[config.mk]
export PLATFORM = sky130hd
export DESIGN_NAME = ppbs_top
export DESIGN_NICKNAME = d
export VERILOG_FILES = /design/src/design/ppbs_pkg.sv /design/src/design/ppbs_byte_buffer.sv /design/src/design/ppbs_top.sv
export SDC_FILE = /design/constraint.sdc
export NUM_CORES = 1
export LEC_CHECK = 0
export BUFFER_PORTS_ARGS = -buffer_cell sky130_fd_sc_hd__clkbuf_2
export CORE_MARGIN = 5
export CORE_UTILIZATION = 35
export DETAILED_ROUTE_END_ITERATION = 7
export HOLD_SLACK_MARGIN = 0.02
export SYNTH_ARGS = -nofsm -noshare
export SYNTH_HDL_FRONTEND = slang
export SYNTH_SLANG_ARGS = --single-unit
export TNS_END_PERCENT = 30
[constraint.sdc]
create_clock -name sys_clk -period 15.6 [get_ports sys_clk]
set_clock_uncertainty 0.1 [all_clocks]
set_input_delay 1.56 -clock sys_clk [delete_from_list [all_inputs] [get_ports sys_clk]]
set_output_delay 1.56 -clock sys_clk [all_outputs]
set_load 0.02 [all_outputs]
[src/design/ppbs_pkg.sv]
// ppbs_pkg: register map, field positions and reset values of the parallel slave buffer status block
// assumes a 32-bit AXI4-Lite register bus with word-aligned byte addresses
package ppbs_pkg;
  localparam int NUM_BUF = 4;
  localparam int ADDR_W = 8;
  localparam logic [ADDR_W-1:0] OFF_BUFFER_STATUS = 8'h00;
  localparam logic [ADDR_W-1:0] OFF_CONTROL = 8'h04;
  localparam logic [ADDR_W-1:0] OFF_IRQ_STATUS = 8'h08;
  localparam logic [ADDR_W-1:0] OFF_IRQ_MASK = 8'h0C;
  localparam logic [ADDR_W-1:0] OFF_IN_DATA0 = 8'h10;
  localparam logic [ADDR_W-1:0] OFF_OUT_DATA0 = 8'h20;
  localparam int POS_INPUT_ALL_FULL = 15;
  localparam int POS_INPUT_OVERFLOW = 14;
  localparam int POS_INPUT_FULL_LO = 8;
  localparam int POS_OUTPUT_ALL_EMPTY = 7;
  localparam int POS_OUTPUT_UNDERFLOW = 6;
  localparam int POS_OUTPUT_EMPTY_LO = 0;
  localparam int POS_CTRL_SLAVE_MODE = 0;
  localparam int IRQ_OVERFLOW = 0;
  localparam int IRQ_UNDERFLOW = 1;
  localparam int IRQ_INPUT_ALL_FULL = 2;
  localparam int IRQ_OUTPUT_ALL_EMPTY = 3;
  localparam int IRQ_W = 4;
  localparam logic [NUM_BUF-1:0] RST_INPUT_FULL = 4'h0;
  localparam logic [NUM_BUF-1:0] RST_OUTPUT_EMPTY = 4'hF;
  localparam logic RST_SLAVE_MODE = 1'b1;
  localparam logic [1:0] RESP_OKAY = 2'h0;
  localparam logic [1:0] RESP_SLVERR = 2'h2;
endpackage : ppbs_pkg

[src/design/ppbs_byte_buffer.sv]
// ppbs_byte_buffer: one byte buffer with an occupied flag
// assumes single-cycle fill and drain strobes on sys_clk; fill wins over a simultaneous drain
`timescale 1ns/10ps
`default_nettype none
module ppbs_byte_buffer #(
  // occupied state out of reset
  parameter logic RST_OCCUPIED = 1'b0
) (
  // clock and reset
  input wire logic sys_clk,
  input wire logic rstSync_n,
  // fill side
  input wire logic fillStb,
  input wire logic [7:0] fillData,
  // drain side
  input wire logic drainStb,
  // state
  output logic [7:0] data,
  output logic occupied
);
  always_ff @(posedge sys_clk or negedge rstSync_n)
  begin
    if (!rstSync_n)
    begin
      data <= 8'h00;
      occupied <= RST_OCCUPIED;
    end
    else
    begin
      if (fillStb)
      begin
        data <= fillData;
      end
      occupied <= fillStb | (occupied & ~drainStb);
    end
  end
endmodule // ppbs_byte_buffer
`default_nettype wire

[src/design/ppbs_top.sv]
// ppbs_top: status logic for the slave side of a byte-wide parallel port
// assumes host strobes arrive asynchronous on pins; software on AXI4-Lite at sys_clk
`timescale 1ns/10ps
`default_nettype none
// Operation
// four input buffers each with full flag
// software read of input buffer clears full
// all-full only when every input full
// host write to full input sets overflow
// four output buffers, software write clears empty
// empty reads zero while host not taken
// all-empty only when every output empty
// host read of empty output sets underflow
// status tracked only in slave mode
// unused status bits read zero, ignore writes
// reset: full and errors zero, empties one
module ppbs_top (
  // clock and reset
  input wire logic sys_clk,
  input wire logic nrst,
  // axi4-lite write address
  input wire logic s_axi_awvalid,
  output logic s_axi_awready,
  input wire logic [ppbs_pkg::ADDR_W-1:0] s_axi_awaddr,
  // axi4-lite write data
  input wire logic s_axi_wvalid,
  output logic s_axi_wready,
  input wire logic [31:0] s_axi_wdata,
  input wire logic [3:0] s_axi_wstrb,
  // axi4-lite write response
  output logic s_axi_bvalid,
  input wire logic s_axi_bready,
  output logic [1:0] s_axi_bresp,
  // axi4-lite read address
  input wire logic s_axi_arvalid,
  output logic s_axi_arready,
  input wire logic [ppbs_pkg::ADDR_W-1:0] s_axi_araddr,
  // axi4-lite read data
  output logic s_axi_rvalid,
  input wire logic s_axi_rready,
  output logic [31:0] s_axi_rdata,
  output logic [1:0] s_axi_rresp,
  // host pins
  input wire logic hostWrite,
  input wire logic hostRead,
  input wire logic [1:0] hostAddr,
  input wire logic [7:0] hostDataIn,
  output logic [7:0] hostDataOut,
  // interrupt
  output logic irq
);
  import ppbs_pkg::*;

  // ----------------------------------------
  // reset release and pin synchronisers
  // ----------------------------------------
  logic [1:0] rstPipe;
  logic rstSync_n;
  always_ff @(posedge sys_clk or negedge nrst)
  begin
    if (!nrst)
    begin
      rstPipe <= 2'h0;
    end
    else
    begin
      rstPipe <= {rstPipe[0], 1'b1};
    end
  end
  assign rstSync_n = rstPipe[1];

  logic [11:0] pinMeta;
  logic [11:0] pinSync;
  logic wrLast;
  logic rdLast;
  always_ff @(posedge sys_clk or negedge rstSync_n)
  begin
    if (!rstSync_n)
    begin
      pinMeta <= 12'h000;
      pinSync <= 12'h000;
      wrLast <= 1'b0;
      rdLast <= 1'b0;
    end
    else
    begin
      pinMeta <= {hostWrite, hostRead, hostAddr, hostDataIn};
      pinSync <= pinMeta;
      wrLast <= pinSync[11];
      rdLast <= pinSync[10];
    end
  end
  wire hostWrStb = pinSync[11] & ~wrLast;
  wire hostRdStb = pinSync[10] & ~rdLast;
  wire [1:0] hostSel = pinSync[9:8];
  wire [7:0] hostByte = pinSync[7:0];

  // ----------------------------------------
  // register bus decode
  // ----------------------------------------
  logic awHeld;
  logic wHeld;
  logic [ADDR_W-1:0] awAddr;
  logic [31:0] wData;
  logic [3:0] wStrb;
  logic slaveMode;
  logic ovfErr;
  logic unfErr;
  logic [IRQ_W-1:0] irqStatus;
  logic [IRQ_W-1:0] irqMask;
  logic [NUM_BUF-1:0] inFull;
  logic [NUM_BUF-1:0] outFull;
  logic [7:0] inData [NUM_BUF];
  logic [7:0] outData [NUM_BUF];

  wire wrFire = awHeld & wHeld & ~s_axi_bvalid;
  wire rdFire = s_axi_arvalid & s_axi_arready;
  wire wrStatus = wrFire & (awAddr == OFF_BUFFER_STATUS);
  wire wrCtrl = wrFire & (awAddr == OFF_CONTROL) & wStrb[0];
  wire wrMask = wrFire & (awAddr == OFF_IRQ_MASK) & wStrb[0];
  wire wrOutRange = wrFire & (awAddr[ADDR_W-1:4] == OFF_OUT_DATA0[ADDR_W-1:4]);
  wire rdInRange = rdFire & (s_axi_araddr[ADDR_W-1:4] == OFF_IN_DATA0[ADDR_W-1:4]);
  wire rdIrqStat = rdFire & (s_axi_araddr == OFF_IRQ_STATUS);
  wire wrMapped = (awAddr == OFF_BUFFER_STATUS) | (awAddr == OFF_CONTROL) |
                  (awAddr == OFF_IRQ_STATUS) | (awAddr == OFF_IRQ_MASK) |
                  (awAddr[ADDR_W-1:4] == OFF_OUT_DATA0[ADDR_W-1:4]) |
                  (awAddr[ADDR_W-1:4] == OFF_IN_DATA0[ADDR_W-1:4]);
  wire [1:0] wrIdx = awAddr[3:2];
  wire [1:0] rdIdx = s_axi_araddr[3:2];

  // ----------------------------------------
  // buffer flags and events
  // ----------------------------------------
  wire [NUM_BUF-1:0] outEmpty = ~outFull;
  wire allFull = &inFull;
  wire allEmpty = &outEmpty;
  wire hostOvf = slaveMode & hostWrStb & inFull[hostSel];
  wire hostUnf = slaveMode & hostRdStb & ~outFull[hostSel];
  wire swClrOvf = wrStatus & wStrb[1] & ~wData[POS_INPUT_OVERFLOW];
  wire swClrUnf = wrStatus & wStrb[0] & ~wData[POS_OUTPUT_UNDERFLOW];
  wire [31:0] statusWord = {16'h0000, allFull, ovfErr, 2'b00, inFull,
                            allEmpty, unfErr, 2'b00, outEmpty};
  wire [IRQ_W-1:0] irqEvents = {allFull, allEmpty, hostUnf, hostOvf};
  wire [IRQ_W-1:0] irqEventsOrdered;
  assign irqEventsOrdered[IRQ_OVERFLOW] = hostOvf;
  assign irqEventsOrdered[IRQ_UNDERFLOW] = hostUnf;
  assign irqEventsOrdered[IRQ_INPUT_ALL_FULL] = irqEvents[3] & slaveMode;
  assign irqEventsOrdered[IRQ_OUTPUT_ALL_EMPTY] = irqEvents[2] & slaveMode;

  genvar g;
  generate
    for (g = 0; g < NUM_BUF; g++)
    begin : gBuf
      wire inFill = slaveMode & hostWrStb & (hostSel == g) & ~inFull[g];
      wire inDrain = rdInRange & (rdIdx == g);
      wire outFill = wrOutRange & (wrIdx == g) & wStrb[0];
      wire outDrain = slaveMode & hostRdStb & (hostSel == g);
      ppbs_byte_buffer #(.RST_OCCUPIED(RST_INPUT_FULL[g])) uIn (
        .sys_clk(sys_clk),
        .rstSync_n(rstSync_n),
        .fillStb(inFill),
        .fillData(hostByte),
        .drainStb(inDrain),
        .data(inData[g]),
        .occupied(inFull[g])
      );
      ppbs_byte_buffer #(.RST_OCCUPIED(~RST_OUTPUT_EMPTY[g])) uOut (
        .sys_clk(sys_clk),
        .rstSync_n(rstSync_n),
        .fillStb(outFill),
        .fillData(wData[7:0]),
        .drainStb(outDrain),
        .data(outData[g]),
        .occupied(outFull[g])
      );
    end
  endgenerate

  wire [31:0] rdMux =
    (s_axi_araddr == OFF_BUFFER_STATUS) ? statusWord :
    (s_axi_araddr == OFF_CONTROL) ? {31'h0, slaveMode} :
    (s_axi_araddr == OFF_IRQ_STATUS) ? {28'h0, irqStatus} :
    (s_axi_araddr == OFF_IRQ_MASK) ? {28'h0, irqMask} :
    (s_axi_araddr[ADDR_W-1:4] == OFF_IN_DATA0[ADDR_W-1:4]) ? {24'h0, inData[rdIdx]} :
    (s_axi_araddr[ADDR_W-1:4] == OFF_OUT_DATA0[ADDR_W-1:4]) ? {24'h0, outData[rdIdx]} :
    32'h0000_0000;
  wire rdMapped = (s_axi_araddr == OFF_BUFFER_STATUS) | (s_axi_araddr == OFF_CONTROL) |
                  (s_axi_araddr == OFF_IRQ_STATUS) | (s_axi_araddr == OFF_IRQ_MASK) |
                  (s_axi_araddr[ADDR_W-1:4] == OFF_IN_DATA0[ADDR_W-1:4]) |
                  (s_axi_araddr[ADDR_W-1:4] == OFF_OUT_DATA0[ADDR_W-1:4]);
  wire [IRQ_W-1:0] next_irqStatus = irqEventsOrdered | (irqStatus & {IRQ_W{~rdIrqStat}});
  wire next_ovfErr = hostOvf | (ovfErr & ~swClrOvf);
  wire next_unfErr = hostUnf | (unfErr & ~swClrUnf);

  // ----------------------------------------
  // error flags, control, interrupt
  // ----------------------------------------
  always_ff @(posedge sys_clk or negedge rstSync_n)
  begin
    if (!rstSync_n)
    begin
      ovfErr <= 1'b0;
      unfErr <= 1'b0;
      slaveMode <= RST_SLAVE_MODE;
      irqStatus <= 4'h0;
      irqMask <= 4'h0;
      irq <= 1'b0;
      hostDataOut <= 8'h00;
    end
    else
    begin
      ovfErr <= next_ovfErr;
      unfErr <= next_unfErr;
      slaveMode <= wrCtrl ? wData[POS_CTRL_SLAVE_MODE] : slaveMode;
      irqStatus <= next_irqStatus;
      irqMask <= wrMask ? wData[IRQ_W-1:0] : irqMask;
      irq <= |(next_irqStatus & irqMask);
      hostDataOut <= hostRdStb ? outData[hostSel] : hostDataOut;
    end
  end

  // ----------------------------------------
  // axi4-lite write address and write data
  // ----------------------------------------
  wire bDone = s_axi_bvalid & s_axi_bready;

  always_ff @(posedge sys_clk or negedge rstSync_n)
  begin
    if (!rstSync_n)
    begin
      awHeld <= 1'b0;
      awAddr <= 8'h00;
      s_axi_awready <= 1'b0;
    end
    else
    begin
      s_axi_awready <= ~awHeld & ~s_axi_awready & s_axi_awvalid;
      if (s_axi_awvalid & s_axi_awready)
      begin
        awHeld <= 1'b1;
        awAddr <= {s_axi_awaddr[ADDR_W-1:2], 2'b00};
      end
      else if (bDone)
      begin
        awHeld <= 1'b0;
      end
    end
  end

  always_ff @(posedge sys_clk or negedge rstSync_n)
  begin
    if (!rstSync_n)
    begin
      wHeld <= 1'b0;
      wData <= 32'h0000_0000;
      wStrb <= 4'h0;
      s_axi_wready <= 1'b0;
    end
    else
    begin
      s_axi_wready <= ~wHeld & ~s_axi_wready & s_axi_wvalid;
      if (s_axi_wvalid & s_axi_wready)
      begin
        wHeld <= 1'b1;
        wData <= s_axi_wdata;
        wStrb <= s_axi_wstrb;
      end
      else if (bDone)
      begin
        wHeld <= 1'b0;
      end
    end
  end

  // ----------------------------------------
  // axi4-lite write response
  // ----------------------------------------
  always_ff @(posedge sys_clk or negedge rstSync_n)
  begin
    if (!rstSync_n)
    begin
      s_axi_bvalid <= 1'b0;
      s_axi_bresp <= 2'h0;
    end
    else
    begin
      if (wrFire)
      begin
        s_axi_bvalid <= 1'b1;
        s_axi_bresp <= wrMapped ? RESP_OKAY : RESP_SLVERR;
      end
      else if (bDone)
      begin
        s_axi_bvalid <= 1'b0;
      end
    end
  end

  // ----------------------------------------
  // axi4-lite read address and read data
  // ----------------------------------------
  always_ff @(posedge sys_clk or negedge rstSync_n)
  begin
    if (!rstSync_n)
    begin
      s_axi_arready <= 1'b0;
      s_axi_rvalid <= 1'b0;
      s_axi_rdata <= 32'h0000_0000;
      s_axi_rresp <= 2'h0;
    end
    else
    begin
      s_axi_arready <= ~s_axi_arready & ~s_axi_rvalid & s_axi_arvalid;
      if (rdFire)
      begin
        s_axi_rvalid <= 1'b1;
        s_axi_rdata <= rdMux;
        s_axi_rresp <= rdMapped ? RESP_OKAY : RESP_SLVERR;
      end
      else if (s_axi_rvalid & s_axi_rready)
      begin
        s_axi_rvalid <= 1'b0;
      end
    end
  end
endmodule // ppbs_top
`default_nettype wire

# Word-level counts from Yosys, hierarchy flattened
# Index checks and enable logic that the tools add are counted.
[classes]
order_cmp = 3
eq_ne = 19
n_mux = 27
n_bitwise = 120
n_reduce_logical = 12
[ops]
columns = ["cell", "count"]
rows = [
  ["$mux W8", 11],
  ["$and A1 B1 Y1", 67],
  ["$bmux W8 S2", 3],
  ["$not A1 Y1", 27],
  ["$or A1 B1 Y1", 20],
  ["$eq A8 B4 Y1 const B", 2],
  ["$logic_not A8 Y1", 2],
  ["$mux W16", 1],
  ["$eq A2 B2 Y1 const B", 6],
  ["$eq A6 B2 Y1 const B", 2],
  ["$and A4 B4 Y4", 2],
  ["$eq A4 B1 Y1 const B", 2],
  ["$eq A4 B2 Y1 const B", 2],
  ["$eq A8 B3 Y1 const B", 1],
  ["$mux W1", 8],
  ["$reduce_and A4 Y1", 2],
  ["$reduce_bool A2 Y1", 4],
  ["$eq A2 B1 Y1 const B", 3],
  ["$eq A6 B1 Y1 const B", 1],
  ["$ge A3 B3 Y1 const B", 2],
  ["$logic_not A2 Y1", 3],
  ["$not A2 Y3", 2],
  ["$bmux W1 S2", 2],
  ["$mux W2", 2],
  ["other kinds (4)", 4],
]
[word_totals]
register_bits = 186
out_inout_bits = 50

# Depth between registers and ports, before layout
# Gate-level depths: netlist of the first run.
[logic_depth]
ltp_word = 10
ltp_mapped = 6

# By module
# A second synthesis of the first run with hierarchy kept.
[hier_totals]
cells_unflattened = 489
area_unflattened_um2 = 7158.1
[by_module_without_submodules]
columns = ["module", "n_inst", "cells_per_inst", "area_per_inst_um2", "seq_area_each_um2"]
rows = [
  ["ppbs_top", 1, 329, 4205.3, 2203.4],
  ["ppbs_byte_buffer", 8, 20, 369.1, 225.2],
]

# Least setup slack after synthesis of the first run
# Ideal clock, no wire load.
[synth_timing]
path_kind = "input port to flip-flop"
startpoint = "in s_axi_araddr[2] (netlist bit)"
endpoint = "reg s_axi_rdata[5]"
arrival_time_ns = 2.750
required_time_ns = 15.374
setup_slack_ns = 12.624
stages = 5
path_buffers = 2
cell_sequence = "buf_4 -> buf_4 -> mux4_2 -> a221oi_1 -> nor2_1"
[synth_via]
elab_chain_len = 10
word_cells_on_any_way = 17
classes_between = "3 x eq/ne; 12 x mux; 1 x bitwise; 1 x reduce/logical"
[synth_lines]
columns = ["element", "line", "text"]
rows = [
  ["start, declared", "ppbs_top.sv:37", "input wire logic [ppbs_pkg::ADDR_W-1:0] s_axi_araddr,"],
  ["$not A2 Y3 (not written as such)", "ppbs_top.sv:184, ppbs_top.sv:185", ""],
  ["$bmux W8 S2", "ppbs_top.sv:185", "(s_axi_araddr[ADDR_W-1:4] == OFF_OUT_DATA0[ADDR_W-1:4]) ? {24'h0, outData[rdIdx]} :"],
  ["$mux W8 (not written as such) (2 in series)", "ppbs_top.sv:185", ""],
  ["$mux W8", "ppbs_top.sv:185", ""],
  ["$mux W8", "ppbs_top.sv:184", "(s_axi_araddr[ADDR_W-1:4] == OFF_IN_DATA0[ADDR_W-1:4]) ? {24'h0, inData[rdIdx]} :"],
  ["$mux W8", "ppbs_top.sv:183", "(s_axi_araddr == OFF_IRQ_MASK) ? {28'h0, irqMask} :"],
  ["$mux W8", "ppbs_top.sv:182", "(s_axi_araddr == OFF_IRQ_STATUS) ? {28'h0, irqStatus} :"],
  ["$mux W8", "ppbs_top.sv:181", "(s_axi_araddr == OFF_CONTROL) ? {31'h0, slaveMode} :"],
  ["$mux W16 (*)", "ppbs_top.sv:180", "(s_axi_araddr == OFF_BUFFER_STATUS) ? statusWord :"],
  ["end signal, assigned", "ppbs_top.sv:317", "s_axi_rdata <= rdMux;"],
  ["end, declared", "ppbs_top.sv:41", "output logic [31:0] s_axi_rdata,"],
]
# Mark *: on every way between the ends. The rest lies on a longest branch, timed or not. The select of a mux whose other input is x is not followed.
# A chain may end at the register's enable or synchronous reset.

# Worst setup path in the final report of the first run
[layout_timing]
startpoint = "in s_axi_araddr[2] (netlist bit)"
endpoint = "reg irq"
[layout_via]
elab_chain_len = 7
[layout_lines]
columns = ["element", "line", "text"]
rows = [
  ["$eq A8 B4 Y1", "ppbs_top.sv:123", "wire rdIrqStat = rdFire & (s_axi_araddr == OFF_IRQ_STATUS);"],
  ["$and A1 B1 Y1", "ppbs_top.sv:123", ""],
  ["$not A1 Y1", "ppbs_top.sv:191", "wire [IRQ_W-1:0] next_irqStatus = irqEventsOrdered | (irqStatus & {IRQ_W{~rdIrqStat}});"],
  ["$and A4 B4 Y4", "ppbs_top.sv:191", ""],
  ["$or A4 B4 Y4", "ppbs_top.sv:191", ""],
  ["net next_irqStatus[2]", "ppbs_top.sv:191", ""],
  ["$and A4 B4 Y4", "ppbs_top.sv:217", "irq <= |(next_irqStatus & irqMask);"],
  ["$reduce_or A4 Y1", "ppbs_top.sv:217", ""],
  ["end signal, assigned", "ppbs_top.sv:217", ""],
  ["end, declared", "ppbs_top.sv:50", "output logic irq"],
]
# The timed path passes the listed nets, and every way through them passes these cells.

==> flow_metrics.py, run 1 <==
metrics = {
    "run_status": {
        "outcome": "complete, no violations",
    },
    "logic_synthesis": {
        "synthTopCellsByCount": "dfrtp_1 (159), mux2_2 (94), nand2_1 (35)",
        "synthArstFlopShare_pct": 100,
        "synth_edf_count": 0,
        "ys_ff_latch": 160,
        "synth_seq_area_share_pct": 58.4,
        "synthFlopType": "dfrtp_1",
        "syn_inst": 478,
        "yosysTopAreaCell": "dfrtp_1",
        "avgSynthCellArea_um2": 14.4,
        "yosysUniqueCellTypes": 54,
        "synth_top_area_share_pct": 58.0,
        "yosysWarnings": 0,
        "syn_area_um2": 6860,
        "yosysMostFrequentCell": "dfrtp_1",
        "synth.area.top_cells": "dfrtp_1 (58%), mux2_2 (15%), mux4_2 (8.9%)",
    },
    "layout": {
        "area_growth_pct": 17.2,
        "num_antenna_cells": 0,
        "drive_above_1_share_pct": 42.9,
        "num-fill-cells": 1797,
        "final_nets": 622,
    },
    "clock_tree": {
        "postCtsResizedCells": 0,
        "cts_buffer_depth": 2,
        "cts_hold_buf": 0,
        "cts_tree": "yes",
        "cts-buffers-inserted": 17,
        "clk_pin_slew_ns": 0.06,
        "htreeDepth": 4,
        "cts_root_buf": "clkbuf_16",
        "cts_sinks": 160,
        "insertion_delay_ns": 0.42,
        "post_cts_buffers": 0,
    },
    "timing": {
        "final_max_slew_viol_count": 0,
        "worstMarginPinSlew_ns": 1.03,
        "finalSetupViolCount": 0,
        "fmax_ghz": 0.306,
        "relSlewSlack_pct": 31.7,
        "hold_slack_ns": 0.246,
        "post-route-min-period_ns": 3.27,
        "hold_viol_final": 0,
        "grt_setup_unrepaired": "no",
        "finalCritPeriodShare_pct": 21.0,
        "setup_tns_ns": 0,
    },
    "global_routing": {
        "grt_pass1_wl_um": 24600,
        "grt_max_degree": 83,
        "grt_pass1_vias": 4464,
        "antenna_found_initial": 0,
        "grt-ovfl-total": 0,
        "grtUsageTotal_pct": 14.3,
    },
    "critical_path": {
        "endpoint": "irq",
        "worst-r2r-cell-count": 4,
        "r2r_slack_ns": 13.10,
        "start_kind": "input port",
        "worstPathArrival_ns": 3.46,
        "criticalPathCategory": "in2reg",
        "worstReg2RegEnd": "irq",
        "cp-end-kind": "register",
        "timing.rr.start": "pinSync[8]",
        "critPathLaunch": "s_axi_araddr[2]",
        "cp.required_ns": 15.79,
        "critPathMaxFanout": 29,
    },
    "placed_design": {
        "place.port_buffers": 73,
        "place_congestion": 0.806,
        "dp_hpwl_um": 10500,
    },
    "worst_hold_path": {
        "hold_path_class": "reg2reg",
    },
    "floorplan": {
        "io_pins": 121,
        "chipWidth_um": 150,
        "initial_core_util_pct": 35.4,
        "num_rows": 51,
        "die-area_um2": 22500,
        "core_area_um2": 19400,
        "fp.dieH_um": 150,
    },
    "flow_run": {
        "cap_violations": 0,
    },
    "power_and_ir_drop": {
        "leakagePower_nw": 3.77,
        "power_density_nw_per_um2": 149,
        "vdd_ir_drop_max_mv": 0.0820,
    },
    "drt": {
        "ant_nets": 0,
        "first_iter_violations": 261,
        "drc_errors": 0,
        "viasPerCell": 5.02,
        "drt_wl_total_um": 15100,
        "wl_per_cell_um": 18.2,
        "via_count": 4158,
        "drtPass1Iterations": 4,
    },
}
-- how the worst min path moves through the flow --
stage	startpoint	end	slack, ns	cells past startpoint
global route	pinMeta[5]	pinSync[5]	0.25	0
detailed placement	pinMeta[3]	pinSync[3]	0.24	0
global placement	pinMeta[1]	pinSync[1]	0.24	0
floorplan	pinMeta[0]	pinSync[0]	0.23	0
finish	pinMeta[5]	pinSync[5]	0.25	0
CTS	pinMeta[5]	pinSync[5]	0.25	0
-- report_power, final --
part	leakage, nW	switching (mW)	internal [mW]
Combinational	1.42	0.0909	0.0992
Clock	0.310	0.161	0.273
Sequential	2.05	0.0772	0.495
-- registers in the layout (all words and copies together), names as in the netlist, 2 cells and up --
register            cells
gBuf.uOut.occupied      4
awAddr                  6
irqMask                 4
gBuf.uIn.data          32
wData                   9
hostDataOut             8
gBuf.uIn.occupied       4
gBuf.uOut.data         32
rstPipe                 2
irqStatus               4
wStrb                   2
s_axi_rdata            14
pinMeta                12
pinSync                12
-- through the flow --
stage          std cells  power (mW)  setup WS (ns)  area, um2  util [%]
2_1_floorplan        497       0.705          10.71       6930         -
3_3_place_gp         797       0.760          11.90       7410      38.2
3_5_place_dp         797       0.774          11.87       7410      38.2
4_1_cts              829        1.21          12.32       8040      41.4
5_1_grt              829        1.26          12.18       8040      41.4
6_report             829        1.20          12.33       8040      41.4
-- per-layer routing --
metal / global-route usage [%] / wire, um / vias to the layer above
li1: - / - / 1867
met1: 18.7 / 6650 / 2161
met2: 23.0 / 7430 / 113
met3: 4.00 / 774 / 17
met4: 4.76 / 215 / 0
met5: 0 / 0 / -
-- final cells by class --
cell class	instances	area, um2	share of cell area (%)
well taps	265	332	4.12
clock buffers	24	502	6.24
flip-flops and latches	160	4010	49.9
multi-input cells	292	2670	33.2
inverters	4	15.0	0.187
clock inverters	8	126	1.57
repair buffers	76	388	4.82
-- layout by cell type (no fill, tap or decap), types with 7 or more instances in the layout --
cell type,netlist,routed
nand2b_1,7,7
conb_1,2,21
nand2_1,35,35
clkbuf_2,0,73
dfrtp_1,159,158
clkbuf_16,0,17
a21oi_1,7,7
mux4_2,27,27
nor2_1,11,11
o21ai_0,22,22
mux2_2,94,94
-- worst max-delay path: stages --
cell and delay [ns]:
clkbuf_2 0.51, and3b_1 0.46, nand4_1 0.21, a22o_1 0.34, a221o_1 0.38
-- kinds of logic (layout without fill, tap and decap cells) --
group | Yosys count | count (layout) | share of synthesized area (%)
DFF | 160 | 160 | 58.4
and+or+nand+nor | 94 | 94 | 7.95
muxes | 121 | 121 | 24.3
AOI/OAI and AO/OA | 56 | 56 | 5.42
other | 2 | 21 | 0.109
buffers and inverters | 45 | 112 | 3.87
No activity file was read; power rests on OpenSTA's default activity.
==> inputs of run 2 (changes only) <==
Clock period 15.6 ns to 3.32 ns, I/O delays scaled along.
==> run 2 against run 1 <==
Against the previous run:
- critical path depth fell by 1
- cell count grew 2.4%
- largest power group unchanged
- worst setup slack worse by 11 ns
- cell area rose by 1.6%
- register-to-register slack worse by 12 ns
- first-iteration DRC count fell by 11%
- combinational power grew to 4.9 times the previous value
- die area did not move
- worst hold slack got worse by 0.21 ns
- wire length grew 3.5%
==> flow_metrics.py, run 2 (synthesized netlist as in run 1, its figures left out) <==
metrics = {
    "timing": {
        "finalSetupViolCount": 0,
        "setup_tns_ns": 0,
        "worstMarginPinSlew_ns": 0.934,
        "finalWorstSetupSlack_ns": 1.17,
        "hold_slack_ns": 0.0337,
        "fmax_ghz": 0.464,
        "relSlewSlack_pct": 37.8,
        "final_max_slew_viol_count": 0,
        "finalCritPeriodShare_pct": 64.9,
        "hold_viol_final": 0,
        "grt_setup_unrepaired": "no",
        "post-route-min-period_ns": 2.15,
    },
    "critical_path": {
        "worstPathArrival_ns": 2.36,
        "critPathMaxFanout": 15,
        "crit_chain": "mux4_2 > nor2b_4 > a221o_1 > a221o_1",
        "cpMaxStageDelayCell": "dfrtp_1",
        "cpMostUsedCell": "a221o_1",
        "max_stage_delay_ns": 0.83,
        "criticalPathCategory": "reg2reg",
        "cp.required_ns": 3.53,
        "cpLargestDelayFamily": "flip-flops",
        "cp-end-kind": "register",
        "start_kind": "register",
        "crit_buf_inv": 0,
    },
    "drt": {
        "drt_wl_total_um": 15600,
        "first_iter_violations": 233,
        "ant_nets": 0,
        "drc_errors": 0,
        "drtPass1Iterations": 4,
        "via_count": 4244,
        "viasPerCell": 5.00,
        "wl_per_cell_um": 18.4,
    },
    "layout": {
        "utilization_pct": 42.1,
        "final_nets": 642,
        "largestRegisters": "gBuf.uIn.data x32, gBuf.uOut.data x32, s_axi_rdata x14",
        "num_antenna_cells": 0,
        "drive_above_1_share_pct": 42.3,
        "layout_common_cells": "dfrtp_1 (158), mux2_2 (94), clkbuf_2 (73), nand2_1 (35), mux4_2 (27)",
        "finish.instance_area_um2": 8170,
        "num-fill-cells": 1803,
        "final_common_cell": "dfrtp_1",
        "area_growth_pct": 19.0,
    },
    "floorplan": {
        "chipWidth_um": 150,
        "io_pins": 121,
        "initial_core_util_pct": 35.4,
        "num_rows": 51,
        "core_area_um2": 19400,
        "die-area_um2": 22500,
        "fp.dieH_um": 150,
    },
    "global_routing": {
        "antenna_found_initial": 0,
        "grt_pass1_wl_um": 25500,
        "grt_max_degree": 64,
        "grt_pass1_vias": 4642,
        "grtUsageTotal_pct": 14.8,
        "grt-ovfl-total": 0,
    },
    "flow_run": {
        "cap_violations": 0,
    },
    "clock_tree": {
        "clk_pin_slew_ns": 0.07,
        "cts_sinks": 160,
        "htreeDepth": 4,
        "cts_tree": "yes",
        "insertion_delay_ns": 0.43,
        "cts_root_buf": "clkbuf_16",
        "cts_buffer_depth": 2,
        "cts-buffers-inserted": 17,
    },
    "power_and_ir_drop": {
        "leakagePower_nw": 3.82,
        "power_density_nw_per_um2": 663,
        "vdd_ir_drop_max_mv": 0.372,
    },
    "worst_hold_path": {
        "hold_path_class": "in2reg",
    },
    "placed_design": {
        "dp_hpwl_um": 10900,
        "placed_area_um2": 7450,
        "place.port_buffers": 73,
        "post-place-ws_ns": 0.868,
        "place_congestion": 0.808,
    },
    "run_status": {
        "outcome": "complete, no violations",
    },
}
-- run 2: changes by cell type in the layout (fill, tap and decap cells not counted), sizes merged --
cell	before	now
buf	3	7
bufinv	3	0
clkbuf	97	94
clkinvlp	0	4
dlygate4sd3	0	16
inv	4	6
-- run 2: power by group --
group / leakage [nW] / switching, mW / internal, mW / total [mW]
Combinational: 1.51 / 0.440 / 0.482 / 0.922
Sequential: 2.05 / 0.365 / 2.32 / 2.69
Clock: 0.262 / 0.788 / 1.02 / 1.81
-- run 2: path summary, 6_finish.rpt --
check	start	end	slack, ns	depth (start not counted)
worst max register to register	pinSync[9]	irq	1.17	4
worst min-delay path	s_axi_awaddr[2]	awAddr[2]	0.03	2
min in group asynchronous	nrst	rstPipe[1]	0.11	2
worst max-delay path	pinSync[9]	irq	1.17	4
worst min register to register	pinMeta[5]	pinSync[5]	0.25	0
max in group asynchronous	rstPipe[1]	gBuf[1].uOut.data[4]	1.97	1
-- run 2: through the flow --
stage               power (mW)  std cells
floorplan                 3.31        497
global placement          3.58        801
detailed placement        3.65        801
CTS                       5.48        849
global route              5.70        849
finish                    5.42        849
-- run 2: cell type report --
type | count | area (um2) | area share, %
tap | 265 | 332 | 4.06
clock buffer | 21 | 470 | 5.76
inverter | 4 | 15.0 | 0.184
timing repair buffer | 96 | 591 | 7.23
clock inverter | 11 | 80.1 | 0.981
sequential | 160 | 4010 | 49.1
multi-input combinational | 292 | 2670 | 32.7
-- run 2: worst register-to-register path: stages (launching register included) --
cell	delay, ns
dfrtp_1	0.83
mux4_2	0.41
nor2b_4	0.15
a221o_1	0.29
a221o_1	0.26
-- run 2: per-layer routing --
| metal | vias to the layer above | share of wire, % | track usage [%] |
|---|---|---|---|
| met5 | - | 0 | 0 |
| met3 | 16 | 5.5 | 3.57 |
| met1 | 2197 | 43 | 19.3 |
| met2 | 122 | 50 | 24.1 |
| li1 | 1909 | - | - |
| met4 | 0 | 1.7 | 5.40 |
-- run 2: repair_timing --
action | 4_1_cts | 5_1_grt
endpoints found under the hold margin | 17 | 0
hold buffers | 16 | 0
setup buffers | 0 | 0
gates resized for setup | 0 | 0
==> inputs of run 3 (changes only) <==
Clock period 3.32 ns to 2.05 ns, I/O delays scaled along.
==> run 3 against run 2 <==
Against the previous run:
- die area stayed put
- non-clock buffer count is 43 higher
- power is 70% higher
- sequential cell count stayed put
- cell count is 5.1% higher
- wire length is 1.4% higher
- register-to-register slack worse by 1.1 ns
- maximum frequency is 11% higher
- sequential power is 61% higher
- first-iteration DRC count is 22% higher
- sequential share of layout area is 2.7 points lower
==> flow_metrics.py, run 3 (synthesized netlist as in run 1, its figures left out) <==
metrics = {
    "placed_design": {
        "placed_area_um2": 7650,
        "place.port_buffers": 73,
        "place_congestion": 0.849,
        "post-place-ws_ns": 0.0931,
        "dp_cells": 824,
        "dp_hpwl_um": 11200,
    },
    "global_routing": {
        "use_met3_pct": 2.73,
        "grt-ovfl-total": 0,
        "met1_usage_pct": 19.6,
        "grt_util_met2_pct": 25.2,
        "grt_busiest_layer": "met2",
        "grt_pass1_wl_um": 25900,
        "grt_max_degree": 70,
        "grtUsageTotal_pct": 15.0,
        "antenna_found_initial": 0,
        "grt_pass1_vias": 4782,
    },
    "clock_tree": {
        "cts_tree": "yes",
        "clk_pin_slew_ns": 0.06,
        "post_cts_buffers": 0,
        "cts-buffers-inserted": 17,
        "cts_sinks": 160,
        "htreeDepth": 4,
        "insertion_delay_ns": 0.42,
        "cts_buffer_depth": 2,
        "cts_root_buf": "clkbuf_16",
    },
    "timing": {
        "finalSetupViolCount": 0,
        "grt_setup_unrepaired": "no",
        "finalWorstSetupSlack_ns": 0.105,
        "worstMarginPinSlew_ns": 0.689,
        "fmax_ghz": 0.514,
        "finalCritPeriodShare_pct": 94.9,
        "setup_tns_ns": 0,
        "post-route-min-period_ns": 1.95,
        "hold_slack_ns": 0.134,
        "relSlewSlack_pct": 53.9,
        "hold_viol_final": 0,
        "final_max_slew_viol_count": 0,
    },
    "critical_path": {
        "max_stage_delay_ns": 0.41,
        "cpMaxStageDelayCell": "or3_4",
        "critPathMaxFanout": 9,
        "start_kind": "register",
        "worstPathArrival_ns": 2.14,
        "crit_chain": "or3_4 > nor3_4 > nand2_2 > mux2_2",
        "timing.rr.start": "awAddr[4]",
        "cp-end-kind": "register",
        "criticalPathCategory": "reg2reg",
        "cp.required_ns": 2.25,
        "critPathLaunch": "awAddr[4]",
    },
    "floorplan": {
        "fp.dieH_um": 150,
        "chipWidth_um": 150,
        "die-area_um2": 22500,
        "initial_core_util_pct": 35.4,
        "io_pins": 121,
        "core_area_um2": 19400,
        "num_rows": 51,
    },
    "power_and_ir_drop": {
        "leakagePower_nw": 4.06,
        "power_density_nw_per_um2": 1070,
        "vdd_ir_drop_max_mv": 0.680,
        "power_mw": 9.23,
    },
    "layout": {
        "final_nets": 685,
        "drive_above_1_share_pct": 43.2,
        "final_common_cell": "dfrtp_1",
        "utilization_pct": 44.5,
        "layout_common_cells": "dfrtp_1 (158), mux2_2 (94), clkbuf_2 (73), dlygate4sd3_1 (36), nand2_1 (35)",
        "largestRegisters": "gBuf.uIn.data x32, gBuf.uOut.data x32, s_axi_rdata x14",
        "area_growth_pct": 25.9,
        "fin_cells": 892,
        "finish.instance_area_um2": 8640,
        "num_antenna_cells": 0,
    },
    "drt": {
        "drtPass1Iterations": 5,
        "via_count": 4389,
        "first_iter_violations": 285,
        "ant_nets": 0,
        "viasPerCell": 4.92,
        "drc_errors": 0,
        "drt_wl_total_um": 15800,
        "wl_per_cell_um": 17.7,
    },
    "flow_run": {
        "cap_violations": 0,
    },
    "worst_hold_path": {
        "hold_path_class": "reg2async",
    },
    "run_status": {
        "outcome": "complete, no violations",
    },
}
-- run 3: cell types whose count changed in the layout (fill, tap and decap cells not counted), sizes merged --
cell and change:
dlygate4sd3 +20, clkinvlp -2, bufinv +3, buf +23, clkbuf -1
-- run 3: final timing paths --
kind                                             end  slack, ns  cells after the start
min in group sys_clk                      pinSync[0]       0.25                      0
worst max-delay path            gBuf[1].uOut.data[5]       0.10                      4
worst min-delay path                      pinMeta[7]       0.13                      0
worst max register to register  gBuf[1].uOut.data[5]       0.10                      4
worst min register to register            pinMeta[7]       0.13                      0
max in group asynchronous                  slaveMode       1.01                      1
-- run 3: final cells by class --
class,instances,area (um2)
clock buffer,20,467
clock inverter,12,155
fill,1752,10800
inverter,4,15.0
multi-input combinational,292,2680
sequential,160,4010
tap,265,332
timing repair buffer,139,988
-- run 3: power breakdown --
| part | internal (mW) | total [mW] | leakage (nW) | switching (mW) |
|---|---|---|---|---|
| clock network | 2.02 | 3.27 | 0.303 | 1.25 |
| logic | 0.856 | 1.63 | 1.71 | 0.769 |
| registers | 3.76 | 4.34 | 2.05 | 0.575 |
| total | 6.64 | 9.23 | 4.06 | 2.60 |
-- run 3: what timing repair did --
| item | CTS | global route |
|---|---|---|
| hold buffers | 36 | 0 |
| hold endpoints to repair | 38 | 0 |
| gates resized for setup | 0 | 1 |
| endpoints found under the setup margin | 0 | 8 |
-- run 3: metal layers --
layer | up-vias | share of wire, %
met5 | - | 0
met4 | 0 | 1.9
met3 | 25 | 5.1
met2 | 129 | 50
met1 | 2253 | 43
li1 | 1982 | -
-- run 3: worst max-delay path: cells and delay by family (launching register included) --
kind / cells / cell delay, ns
flip-flops: 1 / 0.40
multiplexers: 1 / 0.35
AND/OR/NAND/NOR: 3 / 0.96
